## src/hdl/ebc_cfg.svh

```systemverilog
/*
 Constants of the external bus controller: widths, window decode, address
 space masks, pin idle levels and the chip-select delay.
 Assumes inclusion by bare name from the package and the top module.
*/
`ifndef EBC_CFG_SVH
`define EBC_CFG_SVH
`define EBC_ADDR_W     24
`define EBC_DATA_W     16
`define EBC_WIN_N      4
`define EBC_WAIT_W     4
`define EBC_PAGE_LSB   12
`define EBC_CLK_NS     10
`define EBC_CS_DLY_NS  5
`define EBC_ASP_16M    2'h0
`define EBC_ASP_1M     2'h1
`define EBC_ASP_256K   2'h2
`define EBC_ASP_64K    2'h3
`define EBC_MASK_16M   8'hFF
`define EBC_MASK_1M    8'h0F
`define EBC_MASK_256K  8'h03
`define EBC_MASK_64K   8'h00
`define EBC_CS_IDLE    5'h1F
`define EBC_CS_ONE     5'h01
`define EBC_BUS_ALL    16'hFFFF
`define EBC_BUS_LOW    16'h00FF
`define EBC_BUS_OFF    16'h0000
`define EBC_BYTE_ZERO  8'h00
`define EBC_WAIT_ONE   4'h1
`endif

```

## src/hdl/ebc_pkg.sv

```systemverilog
/*
 Types of the external bus controller: bus modes, per-window bus
 configuration, window address select and the CPU request bundle.
 Assumes ebc_cfg.svh is on the include path.
*/
`include "ebc_cfg.svh"

package ebc_pkg;

    typedef enum logic [2:0] {
        EBC_MODE_NONE,
        EBC_MODE_DEMUX16,
        EBC_MODE_MUX16,
        EBC_MODE_MUX8,
        EBC_MODE_DEMUX8
    } ebc_mode_t;

    typedef struct packed {
        logic                    win_en;
        logic                    cs_en;
        logic                    rdy_en;
        logic                    rdy_pol;
        logic                    ale_ext;
        logic                    rw_delay;
        logic                    tri_ext;
        logic [`EBC_WAIT_W-1:0]  cycle_wait;
        ebc_mode_t               mode;
    } ebc_bus_cfg_t;

    typedef struct packed {
        logic [`EBC_ADDR_W-`EBC_PAGE_LSB-1:0] base;
        logic [3:0]                           size;
    } ebc_win_sel_t;

    typedef struct packed {
        logic                    valid;
        logic                    we;
        logic [`EBC_ADDR_W-1:0]  addr;
        logic [`EBC_DATA_W-1:0]  wdata;
    } ebc_req_t;

endpackage

```

## src/hdl/ebc_top.sv

```systemverilog
/*
 External bus controller: window decode, chip selects, multiplexed and
 demultiplexed bus cycles, READY wait and HOLD/BUS_GRANT_ACK arbitration.
 Assumes one 100 MHz clock, a CPU requester on the same clock and pins
 whose wire levels are resolved outside from the output enables.
*/
`timescale 1ns/1ns
`default_nettype none
`include "ebc_cfg.svh"

module ebc_top
    import ebc_pkg::*;
#(
    parameter int WIN_N  = `EBC_WIN_N,
    parameter int ADDR_W = `EBC_ADDR_W
)(
    input  wire logic                     clock,
    input  wire logic                     sys_rst,
    input  wire logic                     clk_en,
    input  wire ebc_req_t                 cpu_req,
    output var  logic                     cpu_req_ready,
    output var  logic                     cpu_rsp_done,
    output var  logic                     cpu_rsp_err,
    output var  logic [`EBC_DATA_W-1:0]   cpu_rsp_rdata,
    input  wire ebc_win_sel_t [WIN_N-1:0] window_address_select,
    input  wire ebc_bus_cfg_t [WIN_N-1:0] window_bus_config,
    input  wire ebc_bus_cfg_t             default_bus_config,
    input  wire logic [1:0]               addr_space_sel,
    input  wire logic                     chip_select_early_cfg,
    input  wire logic                     hold_arbitration_enable,
    input  wire logic                     port6_bit7_direction,
    output var  logic                     ale,
    output var  logic                     rd_n,
    output var  logic                     wr_n,
    output var  logic                     bus_ctl_oe,
    output var  logic [`EBC_DATA_W-1:0]   address_data_port_out,
    output var  logic [`EBC_DATA_W-1:0]   address_data_port_oe,
    input  wire logic [`EBC_DATA_W-1:0]   address_data_port_in,
    output var  logic [`EBC_DATA_W-1:0]   dedicated_address_port,
    output var  logic [7:0]               upper_address_port,
    output var  logic [WIN_N:0]           chip_select_lines_n,
    input  wire logic                     ready_pin,
    input  wire logic                     hold_n,
    output var  logic                     bus_request_out_n,
    output var  logic                     bus_grant_ack_n_out,
    output var  logic                     bus_grant_ack_n_oe,
    input  wire logic                     bus_grant_ack_n_in
);

    localparam int CS_DLY_CYC = (`EBC_CS_DLY_NS + `EBC_CLK_NS - 1) / `EBC_CLK_NS;

    if (WIN_N < 1 || WIN_N > `EBC_WIN_N || ADDR_W != `EBC_ADDR_W || CS_DLY_CYC != 1) begin : g_bad
        $error("ebc_top: unsupported parameter values");
    end

    typedef enum logic [2:0] {ST_IDLE, ST_ALE, ST_ALE2, ST_DLY, ST_STRB, ST_END, ST_TRI, ST_HOLD} ebc_state_t;

    function automatic logic win_hit(input logic [ADDR_W-`EBC_PAGE_LSB-1:0] page, input ebc_win_sel_t w);
        logic [ADDR_W-`EBC_PAGE_LSB-1:0] diff;
        diff = (page ^ w.base) >> w.size;
        return (diff == '0);
    endfunction

    function automatic logic [2:0] pick_window(input logic [WIN_N-1:0] hits);
        logic [2:0] idx;
        idx = '0;
        for (int i = 0; i < WIN_N; i++) begin
            if (hits[i]) begin
                idx = 3'(i + 1);
            end
        end
        return idx;
    endfunction

    function automatic logic is_mux(input ebc_mode_t m);
        return (m == EBC_MODE_MUX16) || (m == EBC_MODE_MUX8);
    endfunction

    function automatic logic is_8bit(input ebc_mode_t m);
        return (m == EBC_MODE_MUX8) || (m == EBC_MODE_DEMUX8);
    endfunction

    function automatic logic [7:0] space_mask(input logic [1:0] sel);
        case (sel)
            `EBC_ASP_1M:   return `EBC_MASK_1M;
            `EBC_ASP_256K: return `EBC_MASK_256K;
            `EBC_ASP_64K:  return `EBC_MASK_64K;
            default:       return `EBC_MASK_16M;
        endcase
    endfunction

    ebc_state_t                  st_r, st_nxt;
    ebc_bus_cfg_t                cfg_r;
    logic                        we_r;
    logic [`EBC_DATA_W-1:0]      addr_lo_r, wdata_r;
    logic [WIN_N:0]              cs_tgt_r;
    logic                        cs_pend_r;
    logic [`EBC_WAIT_W:0]        wait_r, wait_nxt;
    logic                        rdy_s1_r, rdy_s2_r, hold_s1_r, hold_s2_r, bus_grant_ack_s1_r, bus_grant_ack_s2_r;
    logic [`EBC_DATA_W-1:0]      ad_s1_r, ad_s2_r;

    // Pins are asynchronous; the second stage alone feeds the logic
    always_ff @(posedge clock) begin
        if (sys_rst) begin
            {rdy_s1_r, rdy_s2_r} <= '0;
            {bus_grant_ack_s1_r, bus_grant_ack_s2_r} <= 2'h3;
            {hold_s1_r, hold_s2_r} <= 2'h3;
            {ad_s1_r, ad_s2_r} <= '0;
        end else if (clk_en) begin
            {rdy_s1_r, rdy_s2_r} <= {ready_pin, rdy_s1_r};
            {hold_s1_r, hold_s2_r} <= {hold_n, hold_s1_r};
            {bus_grant_ack_s1_r, bus_grant_ack_s2_r} <= {bus_grant_ack_n_in, bus_grant_ack_s1_r};
            {ad_s1_r, ad_s2_r} <= {address_data_port_in, ad_s1_r};
        end
    end

    wire [WIN_N-1:0] win_hits;
    for (genvar g = 0; g < WIN_N; g++) begin : g_win
        assign win_hits[g] = window_bus_config[g].win_en &&
                             win_hit(cpu_req.addr[ADDR_W-1:`EBC_PAGE_LSB], window_address_select[g]);
    end

    wire [2:0]         dec_idx = pick_window(win_hits);
    wire ebc_bus_cfg_t dec_cfg = (dec_idx == '0) ? default_bus_config : window_bus_config[dec_idx - 3'h1];
    wire [WIN_N:0]     dec_cs  = dec_cfg.cs_en ? ~((WIN_N+1)'(`EBC_CS_ONE) << dec_idx) : (WIN_N+1)'(`EBC_CS_IDLE);

    wire slave     = port6_bit7_direction;
    wire own       = !hold_arbitration_enable || !slave || !bus_grant_ack_s2_r;
    wire hold_take = (st_r == ST_IDLE) && hold_arbitration_enable && !slave && !hold_s2_r;
    wire start_ok  = (st_r == ST_IDLE) && cpu_req.valid && own && !hold_take && !cpu_rsp_done;
    wire no_bus    = start_ok && (dec_cfg.mode == EBC_MODE_NONE);
    wire accept    = start_ok && (dec_cfg.mode != EBC_MODE_NONE);
    wire rdy_ok    = !cfg_r.rdy_en || (rdy_s2_r == cfg_r.rdy_pol);
    wire mux_r     = is_mux(cfg_r.mode);
    wire nar_r     = is_8bit(cfg_r.mode);

    always_comb begin
        st_nxt = st_r;
        case (st_r)
            ST_IDLE: begin
                if (hold_take) begin
                    st_nxt = ST_HOLD;
                end else if (accept) begin
                    st_nxt = ST_ALE;
                end
            end
            ST_ALE:  st_nxt = cfg_r.ale_ext ? ST_ALE2 : (cfg_r.rw_delay ? ST_DLY : ST_STRB);
            ST_ALE2: st_nxt = cfg_r.rw_delay ? ST_DLY : ST_STRB;
            ST_DLY:  st_nxt = ST_STRB;
            ST_STRB: begin
                if (wait_r == '0 && rdy_ok) begin
                    st_nxt = ST_END;
                end
            end
            ST_END:  st_nxt = cfg_r.tri_ext ? ST_TRI : ST_IDLE;
            ST_TRI:  st_nxt = ST_IDLE;
            ST_HOLD: begin
                if (hold_s2_r) begin
                    st_nxt = ST_IDLE;
                end
            end
            default: st_nxt = ST_IDLE;
        endcase
    end

    wire enter_strb = (st_nxt == ST_STRB) && (st_r != ST_STRB);
    always_comb begin
        wait_nxt = wait_r;
        if (enter_strb) begin
            wait_nxt = {1'b0, cfg_r.cycle_wait} + (`EBC_WAIT_W+1)'(`EBC_WAIT_ONE);
        end else if (st_r == ST_STRB && wait_r != '0) begin
            wait_nxt = wait_r - (`EBC_WAIT_W+1)'(`EBC_WAIT_ONE);
        end
    end

    wire addr_ph  = (st_nxt == ST_ALE) || (st_nxt == ST_ALE2);
    wire data_ph  = (st_nxt == ST_DLY) || (st_nxt == ST_STRB) || (st_nxt == ST_END);
    wire [`EBC_DATA_W-1:0] lane = nar_r ? `EBC_BUS_LOW : `EBC_BUS_ALL;
    // mux_r holds is_mux of the new window only after accept, so the address phase decodes live
    wire acc_mux  = is_mux(dec_cfg.mode);
    wire [`EBC_DATA_W-1:0] ad_oe_nxt =
        !own || st_nxt == ST_HOLD ? `EBC_BUS_OFF :
        accept ? (acc_mux ? `EBC_BUS_ALL : `EBC_BUS_OFF) :
        (addr_ph && mux_r) ? `EBC_BUS_ALL :
        (data_ph && we_r) ? lane : `EBC_BUS_OFF;
    wire [`EBC_DATA_W-1:0] ad_out_nxt =
        accept ? cpu_req.addr[`EBC_DATA_W-1:0] : (addr_ph ? address_data_port_out : wdata_r);
    wire [WIN_N:0] cs_nxt =
        hold_take ? (WIN_N+1)'(`EBC_CS_IDLE) :
        (accept && chip_select_early_cfg) ? dec_cs :
        cs_pend_r ? cs_tgt_r : chip_select_lines_n;
    wire [`EBC_DATA_W-1:0] rdata_nxt = nar_r ? {`EBC_BYTE_ZERO, ad_s2_r[7:0]} : ad_s2_r;
    wire brq_nxt = !(hold_arbitration_enable &&
                     ((!slave && st_nxt == ST_HOLD && cpu_req.valid) ||
                      (slave && (cpu_req.valid || st_r != ST_IDLE))));

    always_ff @(posedge clock) begin
        if (sys_rst) begin
            st_r <= ST_IDLE;
            cfg_r <= '0;
            {we_r, addr_lo_r, wdata_r, cs_pend_r, wait_r} <= '0;
            cs_tgt_r <= (WIN_N+1)'(`EBC_CS_IDLE);
        end else if (clk_en) begin
            st_r <= st_nxt;
            wait_r <= wait_nxt;
            cs_pend_r <= accept && !chip_select_early_cfg;
            if (accept) begin
                cfg_r <= dec_cfg;
                we_r <= cpu_req.we;
                addr_lo_r <= cpu_req.addr[`EBC_DATA_W-1:0];
                wdata_r <= cpu_req.wdata;
                cs_tgt_r <= dec_cs;
            end
        end
    end

    always_ff @(posedge clock) begin
        if (sys_rst) begin
            {cpu_req_ready, cpu_rsp_done, cpu_rsp_err, cpu_rsp_rdata} <= '0;
            {ale, bus_grant_ack_n_oe, address_data_port_out, address_data_port_oe} <= '0;
            {dedicated_address_port, upper_address_port} <= '0;
            {rd_n, wr_n, bus_ctl_oe, bus_request_out_n, bus_grant_ack_n_out} <= 5'h1F;
            chip_select_lines_n <= (WIN_N+1)'(`EBC_CS_IDLE);
        end else if (clk_en) begin
            cpu_req_ready <= (st_nxt == ST_IDLE);
            cpu_rsp_done <= no_bus || (st_r == ST_END && !cfg_r.tri_ext) || (st_r == ST_TRI);
            cpu_rsp_err <= no_bus;
            if (st_r == ST_END && !we_r) begin
                cpu_rsp_rdata <= rdata_nxt;
            end
            ale <= addr_ph;
            rd_n <= !(st_nxt == ST_STRB && !we_r);
            wr_n <= !(st_nxt == ST_STRB && we_r);
            bus_ctl_oe <= own && (st_nxt != ST_HOLD);
            address_data_port_out <= ad_out_nxt;
            address_data_port_oe <= ad_oe_nxt;
            if (accept && !acc_mux) begin
                dedicated_address_port <= cpu_req.addr[`EBC_DATA_W-1:0];
            end
            if (accept) begin
                upper_address_port <= cpu_req.addr[ADDR_W-1:`EBC_DATA_W] & space_mask(addr_space_sel);
            end
            chip_select_lines_n <= cs_nxt;
            bus_request_out_n <= brq_nxt;
            bus_grant_ack_n_out <= !(st_nxt == ST_HOLD);
            bus_grant_ack_n_oe <= hold_arbitration_enable && !slave;
        end
    end

    // Helper: strobe length in cycles, checked against the programmed wait
    logic [`EBC_WAIT_W+1:0] strb_len_r;
    always_ff @(posedge clock) begin
        if (sys_rst) begin
            strb_len_r <= '0;
        end else if (clk_en) begin
            strb_len_r <= (!rd_n || !wr_n) ? strb_len_r + 1'b1 : '0;
        end
    end

    property p_single_chip;
        @(posedge clock) disable iff (sys_rst || !clk_en)
        no_bus |=> cpu_rsp_done && cpu_rsp_err && ale == 1'b0;
    endproperty
    a_single_chip: assert property (p_single_chip) else $error("single-chip access drove the bus");

    property p_demux_addr;
        @(posedge clock) disable iff (sys_rst || !clk_en)
        accept && !acc_mux |=> dedicated_address_port == $past(cpu_req.addr[`EBC_DATA_W-1:0])
                               && address_data_port_oe == `EBC_BUS_OFF;
    endproperty
    a_demux_addr: assert property (p_demux_addr) else $error("demux address not on dedicated port");

    property p_narrow_lane;
        @(posedge clock) disable iff (sys_rst || !clk_en)
        nar_r && st_r != ST_IDLE && st_r != ST_ALE && st_r != ST_ALE2 |-> address_data_port_oe[15:8] == '0;
    endproperty
    a_narrow_lane: assert property (p_narrow_lane) else $error("8-bit bus drove the high byte");

    property p_mux_addr;
        @(posedge clock) disable iff (sys_rst || !clk_en)
        accept && acc_mux |=> ale && address_data_port_out == $past(cpu_req.addr[`EBC_DATA_W-1:0])
                              && address_data_port_oe == `EBC_BUS_ALL;
    endproperty
    a_mux_addr: assert property (p_mux_addr) else $error("mux address phase wrong");

    property p_strobe_len;
        @(posedge clock) disable iff (sys_rst || !clk_en)
        st_r == ST_END && !cfg_r.rdy_en |-> strb_len_r == {2'b00, cfg_r.cycle_wait} + 2'd2;
    endproperty
    a_strobe_len: assert property (p_strobe_len) else $error("strobe length differs from wait setting");

    property p_priority;
        @(posedge clock) disable iff (sys_rst)
        (WIN_N == 4 && win_hits[3] |-> dec_idx == 3'd4) and
        (win_hits[1] && !win_hits[2] && !(WIN_N == 4 && win_hits[3]) |-> dec_idx == 3'd2) and
        (win_hits == '0 |-> dec_idx == 3'd0);
    endproperty
    a_priority: assert property (p_priority) else $error("window precedence broken");

    property p_cs_onehot;
        @(posedge clock) disable iff (sys_rst)
        $countones(~chip_select_lines_n) <= 1;
    endproperty
    a_cs_onehot: assert property (p_cs_onehot) else $error("more than one chip select active");

    property p_ready_wait;
        @(posedge clock) disable iff (sys_rst || !clk_en)
        st_r == ST_STRB && cfg_r.rdy_en && rdy_s2_r != cfg_r.rdy_pol |=> st_r == ST_STRB;
    endproperty
    a_ready_wait: assert property (p_ready_wait) else $error("cycle ended without READY");

    property p_hold;
        @(posedge clock) disable iff (sys_rst || !clk_en)
        hold_take |=> !bus_ctl_oe && !bus_grant_ack_n_out && address_data_port_oe == '0;
    endproperty
    a_hold: assert property (p_hold) else $error("bus not released on hold");

    property p_role;
        @(posedge clock) disable iff (sys_rst || !clk_en)
        hold_arbitration_enable |=> bus_grant_ack_n_oe == !$past(port6_bit7_direction);
    endproperty
    a_role: assert property (p_role) else $error("grant pin direction wrong");

    property p_upper;
        @(posedge clock) disable iff (sys_rst || !clk_en)
        accept |=> (upper_address_port & ~space_mask($past(addr_space_sel))) == '0;
    endproperty
    a_upper: assert property (p_upper) else $error("upper address beyond space");

    property p_cs_late;
        @(posedge clock) disable iff (sys_rst || !clk_en)
        accept && !chip_select_early_cfg |=> ale && chip_select_lines_n == $past(chip_select_lines_n)
                                             ##1 chip_select_lines_n == cs_tgt_r;
    endproperty
    a_cs_late: assert property (p_cs_late) else $error("chip select not delayed");

    property p_cs_early;
        @(posedge clock) disable iff (sys_rst || !clk_en)
        accept && chip_select_early_cfg |=> ale && chip_select_lines_n == cs_tgt_r;
    endproperty
    a_cs_early: assert property (p_cs_early) else $error("early chip select late");

    property p_cov_read;
        @(posedge clock) disable iff (sys_rst) cpu_rsp_done && !cpu_rsp_err && !we_r;
    endproperty
    c_cov_read: cover property (p_cov_read);

    property p_cov_write;
        @(posedge clock) disable iff (sys_rst) cpu_rsp_done && we_r && mux_r;
    endproperty
    c_cov_write: cover property (p_cov_write);

    property p_cov_hold;
        @(posedge clock) disable iff (sys_rst) st_r == ST_HOLD ##1 st_r == ST_IDLE;
    endproperty
    c_cov_hold: cover property (p_cov_hold);

    property p_cov_ready;
        @(posedge clock) disable iff (sys_rst) st_r == ST_STRB && wait_r == '0 && !rdy_ok;
    endproperty
    c_cov_ready: cover property (p_cov_ready);

endmodule
`default_nettype wire
```

## config.mk

```make
export PLATFORM = sky130hd
export DESIGN_NAME = ebc_top
export DESIGN_NICKNAME = d
export VERILOG_FILES = /design/src/hdl/ebc_pkg.sv /design/src/hdl/ebc_top.sv
export VERILOG_INCLUDE_DIRS = /design/src /design/src/hdl
export SDC_FILE = /design/constraint.sdc
export NUM_CORES = 1
export LEC_CHECK = 0
export BUFFER_PORTS_ARGS = -buffer_cell sky130_fd_sc_hd__buf_2
export CAP_MARGIN = 20
export CORE_ASPECT_RATIO = 0.75
export CORE_UTILIZATION = 42
export CTS_CLUSTER_SIZE = 12
export DETAILED_ROUTE_END_ITERATION = 8
export PLACE_DENSITY = 0.72
export RECOVER_POWER = 25
export SLEW_MARGIN = 20
export SYNTH_ARGS = -nofsm -noshare
export SYNTH_HDL_FRONTEND = slang
export SYNTH_SLANG_ARGS = --single-unit
```

## constraint.sdc

```tcl
create_clock -name clock -period 4.58 [get_ports clock]
set_input_delay 0.229 -clock clock [delete_from_list [all_inputs] [get_ports clock]]
set_output_delay 0.229 -clock clock [all_outputs]
set_load 0.005 [all_outputs]
```

* Word level (Yosys, flattened, before mapping)
Cells that the tools add are included.
** Storage, ports and cells
- Register bits after elaboration :: 168
- Bits in latches :: 0
- RAM bits :: 0
- ROM bits :: 0
- Output and inout port bits :: 87
- Logic and storage cells :: 192
- Memories kept :: 0
** Cells by class
- Add/subtract/negate cells :: 3
- Multiply operators :: 0
- Divide/modulo/power cells :: 0
- Order comparisons :: 1
- Equality and inequality tests :: 25
- Shifts and indexed selects :: 5
- Multiplexer cells :: 34
- Bitwise logic cells :: 6
- Reductions and logical operators :: 81
** Operator list (number)
- 2-to-1 mux 16 bit :: 9
- logical NOT 12 bit :: 4
- right shift 12 x 4 -> 12 bit :: 4
- XOR 12 bit :: 4
- logical AND 1 bit :: 31
- 2-to-1 mux 3 bit :: 10
- 2-to-1 mux 5 bit :: 6
- binary-select mux 14 bit (select 2 bit) :: 1
- 2-to-1 mux 13 bit :: 2
- equality test 3 x 2 -> 1 bit, second input constant :: 8
- equality test 3 bit, second input constant :: 8
- 2-to-1 mux 8 bit :: 3
- one-hot mux 3 bit (8 select lines) :: 1
- one-hot mux 8 bit (3 select lines) :: 1
- logical NOT 1 bit :: 16
- logical OR 1 bit :: 14
- logical NOT 3 bit :: 4
- AND reduction 2 bit :: 6
- nonzero test 3 bit :: 3
- bitwise AND 8 bit :: 1
- equality test 3 x 1 -> 1 bit, second input constant :: 2
- != test 3 bit, second input constant :: 2
- adder 4 x 1 -> 5 bit, second input constant :: 1
- logical NOT 5 bit :: 1
- 12 further kinds :: 13

* Depth between registers and ports, before layout
Gate-level depths: netlist of run 1.
- Word-level depth :: 25
- Gate-level depth with buffers :: 22
- Mapped depth without buffers :: 17

* Worst setup path after synthesis of run 1
No wires, ideal clock.
- Path kind :: input to register
- From :: input port cpu_req[37] in the netlist's numbering
- To :: register chip_select_lines_n[3]
- Library setup time :: 116 ps
- Data arrival time :: 4322 ps
- Data required time :: 4464 ps
- Setup slack :: 141 ps
- Stages on the path :: 16
- Path buffers :: 4
- Path through :: buf_2 xor2_1 or3_1 a211o_1 a221oi_4 a21oi_1 nor2_1 buf_1 ha_1 clkbuf_1 clkbuf_1 a2111oi_0 o41ai_2 nand2_1 or3_1 o211a_1
** On the way
- Cells in the longest elaborated chain, start to end :: 17
** Ends and longest elaborated chain
- start, declared :: RTL line ebc_top.sv:20 : input wire ebc_req_t cpu_req,
- XOR 12 bit :: RTL line ebc_top.sv:60 : diff = (page ^ w.base) >> w.size;
- right shift 12 x 4 -> 12 bit :: RTL line ebc_top.sv:60
- logical NOT 12 bit :: RTL line ebc_top.sv:61 : return (diff == '0);
- logical AND 1 bit :: RTL line ebc_top.sv:119 : assign win_hits[g] = window_bus_config[g].win_en &&
- 2-to-1 mux 1 bit :: RTL line ebc_top.sv:68 : if (hits[i]) begin
- 2-to-1 mux 3 bit (2 in series) :: RTL line ebc_top.sv:68
- 2-to-1 mux 3 bit (*) :: RTL line ebc_top.sv:68
- subtractor 3 x 1 -> 3 bit :: RTL line ebc_top.sv:124 : wire ebc_bus_cfg_t dec_cfg = (dec_idx == '0) ? default_bus_config : window_bus_config[dec_idx - 3'h1];
- binary-select mux 14 bit (select 2 bit) :: RTL line ebc_top.sv:124
- 2-to-1 mux 13 bit (implied by the code) :: RTL line ebc_top.sv:124
- 2-to-1 mux 13 bit :: RTL line ebc_top.sv:124
- nonzero test 3 bit :: RTL line ebc_top.sv:132 : wire accept = start_ok && (dec_cfg.mode != EBC_MODE_NONE);
- logical AND 1 bit :: RTL line ebc_top.sv:132
- logical AND 1 bit :: RTL line ebc_top.sv:190 : (accept && chip_select_early_cfg) ? dec_cs :
- nonzero test 3 bit (no source line) / 2-to-1 mux 5 bit (equally long branches)
- AND reduction 2 bit (no source line) / 2-to-1 mux 5 bit (equally long branches)
- end signal, assigned :: RTL line ebc_top.sv:223 : chip_select_lines_n <= (WIN_N+1)'(`EBC_CS_IDLE);
- end signal, assigned :: RTL line ebc_top.sv:243 : chip_select_lines_n <= cs_nxt;
- end, declared :: RTL line ebc_top.sv:41 : output var logic [WIN_N:0] chip_select_lines_n,
Every way passes the cells marked *; elsewhere a longest branch is shown, timed or not. The select of a mux whose other input is x is not followed.
A chain may end at the register's enable or synchronous reset.

* Worst setup path after layout of run 1
- From :: input port cpu_req[38] in the netlist's numbering
- To :: register dedicated_address_port[11]
** On the way
- Cells in the longest elaborated chain, start to end :: 17
** Ends and longest elaborated chain
- XOR 12 bit :: RTL line ebc_top.sv:60
- right shift 12 x 4 -> 12 bit :: RTL line ebc_top.sv:60
- logical NOT 12 bit :: RTL line ebc_top.sv:61
- logical AND 1 bit :: RTL line ebc_top.sv:119
- 2-to-1 mux 1 bit :: RTL line ebc_top.sv:68
- 2-to-1 mux 3 bit (2 in series) :: RTL line ebc_top.sv:68
- 2-to-1 mux 3 bit (*) :: RTL line ebc_top.sv:68
- subtractor 3 x 1 -> 3 bit :: RTL line ebc_top.sv:124
- binary-select mux 14 bit (select 2 bit) :: RTL line ebc_top.sv:124
- 2-to-1 mux 13 bit (implied by the code) :: RTL line ebc_top.sv:124
- 2-to-1 mux 13 bit (*) :: RTL line ebc_top.sv:124
- equality test 3 x 2 -> 1 bit :: RTL line ebc_top.sv:76 : return (m == EBC_MODE_MUX16) || (m == EBC_MODE_MUX8);
- logical OR 1 bit :: RTL line ebc_top.sv:76
- logical NOT 1 bit :: RTL line ebc_top.sv:237 : if (accept && !acc_mux) begin
- logical AND 1 bit (*) :: RTL line ebc_top.sv:237
- AND reduction 2 bit (no source line) (*)
- end signal, assigned :: RTL line ebc_top.sv:238 : dedicated_address_port <= cpu_req.addr[`EBC_DATA_W-1:0];
- end, declared :: RTL line ebc_top.sv:39 : output var logic [`EBC_DATA_W-1:0] dedicated_address_port,
Marks and branches as above.

==> impl_metrics.env, run 1 <==
export IMPL_min_path_type="input pin to flip-flop"
export IMPL_cp_slowest_cell="a221oi_4"
export IMPL_max_freq_mhz=234
export IMPL_clock_path_buffers=2
export IMPL_cts_root_buffer="clkbuf_16"
export IMPL_hold_viol_final=0
export IMPL_cpPeakStageDelay_ps=410
export IMPL_setup_violations=0
export IMPL_ys_ff_latch=154
export IMPL_final_util_pct=54.4
export IMPL_synth_top_area_share_pct=37.4
export IMPL_critPathTopFamily="compound AO/OA/AOI/OAI gates"
export IMPL_crit_path_max_fanout=33
export IMPL_powerDensity_nw_per_um2=350
export IMPL_synthArstFlopShare_pct=0
export IMPL_arrival_ps=4620
export IMPL_io_pins=290
export IMPL_core_area_sq_um=18800
export IMPL_die_area_sq_um=20200
export IMPL_place_gp_congestion=0.933
export IMPL_final_min_clock_period_ps=4270
export IMPL_clock_latency_ps=420
export IMPL_p_leak_nw=4.70
export IMPL_fin_tns_setup_ps=0
export IMPL_cap_violations=1
export IMPL_finClkSkew_ps=10.5
export IMPL_port_buffers=288
export IMPL_cts_tree="done"
export IMPL_critPathRequiredTime_ps=4930
export IMPL_dieHeight_microns=123
export IMPL_syn_area_per_cell_sq_um=8.95
export IMPL_cp_cell_sequence="buf_2, xnor2_2, nor2_1, or3_1, a211o_1, a221oi_4, a21oi_1, nor2_1, ha_1, inv_1, a2111oi_0, a31oi_1, o211a_4, o31ai_4, buf_12, or2_1, buf_12, mux2i_1"
export IMPL_antenna_found_initial=1
export IMPL_crit_start="cpu_req[38]"
export IMPL_placed_cell_area_sq_um=9730
export IMPL_numCtsBuffers=17
export IMPL_dp_hpwl_microns=16500
export IMPL_relSlewSlack_pct=-120
export IMPL_critPathKind="input pin to flip-flop"
export IMPL_fp_dieW_microns=164
export IMPL_place_ws_ps=-89.5
export IMPL_synthTopCellsByArea="dfxtp_1, mux2i_1, nor2_1, nand2b_1, nand2_1"
export IMPL_viasPerCell=5.18
export IMPL_cp_end_kind="flip-flop"
export IMPL_via_count=7405
export IMPL_ys_flop_type="dfxtp_1"
export IMPL_holdPathEnd="bus_grant_ack_s1_r"
export IMPL_r2r_end="address_data_port_oe[14]"
export IMPL_grt_overflow_total=0
export IMPL_crit_buf_inv=4
export IMPL_netlist_instances=921
export IMPL_reg2regPathDepth=11
export IMPL_wl_per_cell_microns=15.2
export IMPL_final_area_sq_um=10200
export IMPL_ys_types=70
export IMPL_r2r_start="st_r[1]"
export IMPL_synth_edf_count=0
export IMPL_synth_top_area_cell="dfxtp_1"
export IMPL_wl_met2_microns=9920
export IMPL_post_route_period_util_pct=93.3
export IMPL_syn_to_final_growth_pct=24.2
export IMPL_met1Wirelength_microns=10200
export IMPL_std_cell_rows=43
export IMPL_start_util_pct=43.8
export IMPL_synthesis_nets=1129
export IMPL_ys_seq_area_share_pct=37.4
export IMPL_htree_levels=4
export IMPL_wl_microns=21800
export IMPL_hold_start="bus_grant_ack_n_in"
export IMPL_grt_start_max_net_pins=96
export IMPL_dr_max_layer_used="met4"
export IMPL_synth_most_common_cell="dfxtp_1"
export IMPL_startpoint_type="input pin"
export IMPL_rsz0062_at_grt="false"
export IMPL_worst_pin_slew_ps=3300
export IMPL_grt_pass1_vias=6872
export IMPL_synth_commonest_cells="dfxtp_1, nor2_1, mux2i_1, nand2_1, a21oi_1"
export IMPL_violations="capacitance limit, slew limit"
export IMPL_cts_num_sinks=154
export IMPL_drive_above_1_share_pct=27.8
export IMPL_fin_nets=1377
export IMPL_rrSetupSlack_ps=1490
export IMPL_clkTransAtPathRegs_ps=70
export IMPL_yosys_warnings=0
export IMPL_cts_resized=0
export IMPL_syn_cell_area_sq_um=8250
export IMPL_grt_usage_pct=21.8
export IMPL_hold_depth=2
export IMPL_drtIter0Drc=546
export IMPL_status="complete, but fails checks"
export IMPL_slew_violations=56
export IMPL_grt_pass1_wl_microns=34500
export IMPL_drtPass1Iterations=5
export IMPL_antenna_left=0
export IMPL_route_met3_wl_microns=1460
export IMPL_layout_setup_ws_ps=309
export IMPL_vdd_drop_max_v=0.000294
export IMPL_holdWs_ps=25.3
export IMPL_drcViolationCount=0
-- worst reg2reg max path, cell delays in order (launching register included) --
cell	delay (ps)
dfxtp_1	530
o21bai_1	190
a21oi_1	130
nor2_1	550
nor2_1	200
nor2_1	420
nand2_1	120
a21oi_1	310
a21oi_1	110
nor3_1	240
a21oi_1	60
a21oi_1	150
-- state kept, by name, indices dropped and copies added (netlist names), 2 cells and up --
name and count:
ad_s1_r 16, ad_s2_r 16, address_data_port_oe 2, address_data_port_out 16, cfg_r 12, chip_select_lines_n 5
cpu_rsp_rdata 16, cs_tgt_r 5, dedicated_address_port 16, st_r 3, upper_address_port 8, wait_r 5
wdata_r 16
-- layout make-up --
type | count | area (sq um)
timing repair buffer | 307 | 1560
clock buffer | 19 | 453
clock inverter | 13 | 109
inverter | 20 | 75.1
sequential | 154 | 3080
antenna | 1 | 2.50
fill | 1790 | 8590
tap | 247 | 309
multi-input combinational | 669 | 4650
-- how the worst max path moves through the flow --
| stage | end | slack (ps) | cells past startpoint |
|---|---|---|---|
| finish | dedicated_address_port[11] | 310 | 18 |
| detailed placement | dedicated_address_port[11] | -90 | 18 |
| floorplan | chip_select_lines_n[3] | 140 | 16 |
| CTS | dedicated_address_port[4] | 330 | 18 |
| global route | dedicated_address_port[11] | 30 | 18 |
| global placement | upper_address_port[5] | 110 | 19 |
-- logic make-up after synthesis --
kind of cell	after synthesis	share of synthesized area (%)
XOR/XNOR	52	5.70
buffers and inverters	98	6.37
flip-flops	154	37.4
multiplexers	124	16.6
adder cells (fa/ha/maj)	5	0.759
AND/OR/NAND/NOR	315	18.0
AO/OA/AOI/OAI	173	15.2
-- per-layer routing --
metal	global-route usage, %	up-vias
li1	-	3705
met1	28.7	3454
met2	35.1	233
met3	6.00	13
met4	5.67	0
met5	0	-
-- report_power, final --
group	internal, mW	switching [mW]
Sequential	1.41	0.0508
Combinational	0.375	0.418
Clock	0.736	0.590
-- layout by cell type (no fill, tap or decap), drive strengths merged, types with 25 or more instances in the layout --
master,count
a21oi,48
buf,256
clkbuf,69
dfxtp,154
inv,27
mux2i,102
nand2,69
nand2b,45
nor2,134
o21ai,26
xnor2,25
xor2,27
-- metrics by stage --
stage | total power [mW] | instances
detailed placement | 2.28 | 1396
global route | 3.77 | 1430
finish | 3.58 | 1430
global placement | 2.27 | 1396
CTS | 3.62 | 1428
floorplan | 2.04 | 921
-- what timing repair did --
| item | in CTS | in global routing |
|---|---|---|
| buffers inserted | 0 | 0 |
| endpoints found under the hold margin | 0 | 1 |
| hold buffers | 0 | 1 |
Power figures use the tool's default switching activity.
==> inputs of run 2 (changes only) <==
CORE_ASPECT_RATIO = default   (was 0.75)
REMOVE_ABC_BUFFERS = 1   (was default)
==> run 2 against run 1 <==
- largest power group unchanged
- register-to-register slack better by 60 ps
- clock power barely moved
- sequential power about the same
- the flow still finishes with violations (capacitance limit, slew limit)
- worst hold slack better by 18 ps
- die area hardly changed
- via count grew 1.0%
- clock skew hardly changed
==> impl_metrics.env, run 2 (same netlist as run 1, synthesis figures left out) <==
export IMPL_violations="capacitance limit, slew limit"
export IMPL_place_gp_congestion=0.894
export IMPL_io_pins=290
export IMPL_grt_overflow_total=0
export IMPL_r2r_end="address_data_port_out[10]"
export IMPL_via_count=7482
export IMPL_drcViolationCount=0
export IMPL_start_util_pct=43.5
export IMPL_p_total_mw=3.58
export IMPL_grt_usage_pct=22.7
export IMPL_dp_hpwl_microns=17200
export IMPL_fillers=1774
export IMPL_holdWs_ps=43.8
export IMPL_cts_tree="done"
export IMPL_grt_pass1_vias=7098
export IMPL_antenna_found_initial=1
export IMPL_numPlacedInstances=1412
export IMPL_clock_latency_ps=420
export IMPL_hold_start="cpu_req[13]"
export IMPL_final_util_pct=54.3
export IMPL_cp_end_kind="flip-flop"
export IMPL_crit_path_max_fanout=32
export IMPL_port_buffers=288
export IMPL_arrival_ps=4530
export IMPL_final_area_sq_um=10300
export IMPL_antenna_left=0
export IMPL_finClkSkew_ps=10.2
export IMPL_clkTransAtPathRegs_ps=60
export IMPL_setup_violations=0
export IMPL_hold_buffers=0
export IMPL_fin_nets=1381
export IMPL_viasPerCell=5.17
export IMPL_drive_above_1_share_pct=29.1
export IMPL_drtIter0Drc=437
export IMPL_status="complete, but fails checks"
export IMPL_std_cell_rows=50
export IMPL_vdd_drop_max_v=0.000246
export IMPL_layout_common_cells="buf_2, dfxtp_1, nor2_1, mux2i_1, nand2_1"
export IMPL_dieHeight_microns=142
export IMPL_post_cts_buffers=0
export IMPL_grt_start_max_net_pins=108
export IMPL_drtPass1Iterations=5
export IMPL_worst_pin_slew_ps=3320
export IMPL_reg2regPathDepth=10
export IMPL_slew_violations=56
export IMPL_startpoint_type="input pin"
export IMPL_wl_per_cell_microns=15.7
export IMPL_numCtsBuffers=17
export IMPL_critPathRequiredTime_ps=4920
export IMPL_htree_levels=4
export IMPL_cts_root_buffer="clkbuf_16"
export IMPL_p_leak_nw=4.76
export IMPL_wl_microns=22700
export IMPL_cap_violations=1
export IMPL_cts_num_sinks=154
export IMPL_relSlewSlack_pct=-121
export IMPL_grt_pass1_wl_microns=35800
export IMPL_post_route_period_util_pct=91.4
export IMPL_final_cells=1447
export IMPL_cts_resized=0
export IMPL_clock_path_buffers=2
export IMPL_r2r_start="st_r[1]"
export IMPL_die_area_sq_um=20200
export IMPL_max_freq_mhz=239
export IMPL_core_area_sq_um=19000
export IMPL_powerDensity_nw_per_um2=347
export IMPL_rsz0062_at_grt="false"
export IMPL_rrSetupSlack_ps=1550
export IMPL_fp_dieW_microns=142
export IMPL_final_common_cell="buf_2"
export IMPL_min_path_type="input pin to flip-flop"
export IMPL_syn_to_final_growth_pct=24.9
export IMPL_holdPathEnd="wdata_r[13]"
export IMPL_final_min_clock_period_ps=4190
export IMPL_critPathKind="input pin to flip-flop"
export IMPL_hold_depth=3
export IMPL_hold_viol_final=0
export IMPL_placed_cell_area_sq_um=9770
## run 2: power by group
part / switching, mW / internal (mW)
Clock: 0.547 / 0.762
Sequential: 0.0518 / 1.41
Combinational: 0.422 / 0.379
Total: 1.02 / 2.56
## run 2: per-stage QoR
step                      TNS (ps)  setup WS [ps]
final                            0            393
after CTS                        0            426
after detailed placement         0           13.5
after global placement           0            124
after global routing             0            143
after floorplan             -74280          -1460
## run 2: worst max-delay path, stage by stage
cell	delay (ps)
buf_2	120
xnor2_2	220
nor2_1	50
or3_1	390
a211o_1	340
a221oi_4	410
a21oi_1	250
nor2_1	230
inv_1	90
ha_1	220
inv_1	150
nor2_1	50
mux2_2	260
a31oi_1	180
o211a_2	360
o31ai_4	120
buf_12	190
or4b_1	480
a21oi_1	150
## run 2: area by class of cell
| cell class | count | area, sq um | share of cell area, % |
|---|---|---|---|
| clock inverter | 10 | 92.6 | 0.899 |
| clock buffer | 22 | 454 | 4.41 |
| inverter | 20 | 75.1 | 0.729 |
| sequential | 154 | 3080 | 29.9 |
| multi-input combinational | 669 | 4650 | 45.2 |
| antenna | 1 | 2.50 | 0.0243 |
| tap | 260 | 325 | 3.16 |
| timing repair buffer | 311 | 1620 | 15.7 |
## run 2: worst max path at each step
stage | start | cells after the start | end | slack (ps)
final | cpu_req[36] | 19 | upper_address_port[4] | 390
after floorplan | cpu_req[36] | 15 | dedicated_address_port[0] | -1460
after global placement | cpu_req[36] | 19 | upper_address_port[7] | 120
after detailed placement | cpu_req[36] | 19 | upper_address_port[5] | 10
after CTS | cpu_req[36] | 19 | upper_address_port[4] | 430
after global routing | cpu_req[36] | 19 | upper_address_port[4] | 140
## run 2: layer usage
layer	global-route usage, %	vias up	share of wire, %
met3	7.23	29	7.4
met1	27.8	3495	43
met4	5.32	0	1.3
li1	-	3715	-
met2	38.4	243	49
met5	0	-	0
==> inputs of run 3 (changes only) <==
CORE_UTILIZATION = 46   (was 42)
PLACE_DENSITY = 0.84   (was 0.72)
==> run 3 against run 2 <==
- the flow still finishes with violations (capacitance limit, slew limit)
- core utilization rose by 4.8 points
- clock power rose by 11%
- combinational power barely moved
- wire length fell by 0.31%
- fmax rose by 3.8%
- critical path depth did not move
- count of clock-buffer cells in the layout fell by 4
- via count rose by 0.98%
- clock skew barely moved
- critical endpoint is now upper_address_port[7]
- cell count fell by 2.7%
- sequential cell count did not move
==> impl_metrics.env, run 3 (same netlist as run 1, synthesis figures left out) <==
export IMPL_relSlewSlack_pct=-118
export IMPL_critPathRequiredTime_ps=4920
export IMPL_fin_nets=1378
export IMPL_start_util_pct=47.3
export IMPL_crit_buf_inv=4
export IMPL_worst_pin_slew_ps=3280
export IMPL_crit_path_max_fanout=32
export IMPL_vdd_drop_max_v=0.000299
export IMPL_grt_usage_pct=24.2
export IMPL_via_count=7555
export IMPL_viasPerCell=5.37
export IMPL_min_path_type="input pin to flip-flop"
export IMPL_core_area_sq_um=17400
export IMPL_hold_depth=2
export IMPL_fillers=1549
export IMPL_port_buffers=288
export IMPL_clock_path_buffers=2
export IMPL_grt_start_max_net_pins=91
export IMPL_critPathKind="input pin to flip-flop"
export IMPL_cts_root_buffer="clkbuf_16"
export IMPL_die_area_sq_um=18500
export IMPL_numCtsBuffers=17
export IMPL_htree_levels=4
export IMPL_std_cell_rows=48
export IMPL_drive_above_1_share_pct=29.8
export IMPL_p_leak_nw=4.81
export IMPL_finClkSkew_ps=9.76
export IMPL_dp_hpwl_microns=17000
export IMPL_drtPass1Iterations=5
export IMPL_hold_viol_final=0
export IMPL_clock_latency_ps=430
export IMPL_holdWs_ps=19.6
export IMPL_final_min_clock_period_ps=4030
export IMPL_startpoint_type="input pin"
export IMPL_place_gp_congestion=0.943
export IMPL_cap_violations=1
export IMPL_status="complete, but fails checks"
export IMPL_grt_overflow_total=0
export IMPL_cts_num_sinks=154
export IMPL_grt_pass1_wl_microns=35000
export IMPL_rsz0062_at_grt="false"
export IMPL_crit_path_frequent_cell="nor2_1"
export IMPL_layout_setup_ws_ps=547
export IMPL_syn_to_final_growth_pct=24.9
export IMPL_drtIter0Drc=402
export IMPL_critPathTopFamily="compound AO/OA/AOI/OAI gates"
export IMPL_cp_end_kind="flip-flop"
export IMPL_cts_resized=0
export IMPL_slew_violations=56
export IMPL_cpPeakStageDelay_ps=480
export IMPL_arrival_ps=4380
export IMPL_antenna_left=0
export IMPL_post_route_period_util_pct=88.1
export IMPL_place_ws_ps=149
export IMPL_wl_per_cell_microns=16.1
export IMPL_final_common_cell="buf_2"
export IMPL_drcViolationCount=0
export IMPL_cp_depth=19
export IMPL_cp_cell_sequence="buf_2, xnor2_2, nor2_1, or3_1, a211o_1, a221oi_4, a21oi_1, nor2_1, inv_1, ha_1, inv_1, nor2_1, mux2_2, a31oi_1, o211a_2, o31ai_4, buf_12, or4b_1, a21oi_1"
export IMPL_grt_pass1_vias=7232
export IMPL_post_cts_buffers=0
export IMPL_clkTransAtPathRegs_ps=60
export IMPL_wl_microns=22700
export IMPL_powerDensity_nw_per_um2=363
export IMPL_antenna_found_initial=1
export IMPL_cts_tree="done"
export IMPL_fp_dieW_microns=136
export IMPL_max_freq_mhz=248
export IMPL_reg2regPathDepth=11
export IMPL_hold_buffers=0
export IMPL_io_pins=290
export IMPL_setup_violations=0
export IMPL_cp_slowest_cell="or4b_1"
export IMPL_violations="capacitance limit, slew limit"
export IMPL_layout_common_cells="buf_2, dfxtp_1, nor2_1, mux2i_1, nand2_1"
export IMPL_diodes=0
export IMPL_dieHeight_microns=136
run 3: cell type report:
cell class,instances,area (sq um),share of cell area (%)
flip-flops and latches,154,3080,29.9
well taps,225,282,2.73
repair buffers,308,1600,15.5
multi-input cells,669,4650,45.2
clock inverters,14,184,1.79
inverters,20,75.1,0.729
clock buffers,18,429,4.17
run 3: worst paths after layout:
path                                         start                  endpoint  slack (ps)
worst max-delay path                   cpu_req[36]     upper_address_port[7]         550
worst max register to register             st_r[1]  address_data_port_oe[14]        1490
worst min-delay path            bus_grant_ack_n_in        bus_grant_ack_s1_r          20
worst min register to register          ad_s2_r[6]          cpu_rsp_rdata[6]         450
run 3: power breakdown:
part           internal (mW)  total (mW)  switching, mW
sequential              1.41        1.47         0.0536
combinational          0.378       0.802          0.424
clock                  0.871        1.46          0.593
total                   2.66        3.73           1.07
run 3: through the flow:
stage | std cells | utilization (%) | power, mW | TNS (ps) | cell area (sq um)
floorplan | 843 | - | 1.97 | -74280 | 7800
global placement | 1376 | 55.8 | 2.27 | 0 | 9720
detailed placement | 1376 | 55.8 | 2.29 | 0 | 9720
CTS | 1408 | 59.3 | 3.76 | 0 | 10300
global route | 1408 | 59.1 | 3.91 | 0 | 10300
finish | 1408 | 59.1 | 3.73 | 0 | 10300
run 3: metal layers:
layer  GRT usage (%)  wire length (microns)
met1            28.1                   9400
met2            43.3                  11300
met3            7.46                   1680
met4            5.49                    316
met5               0                     13
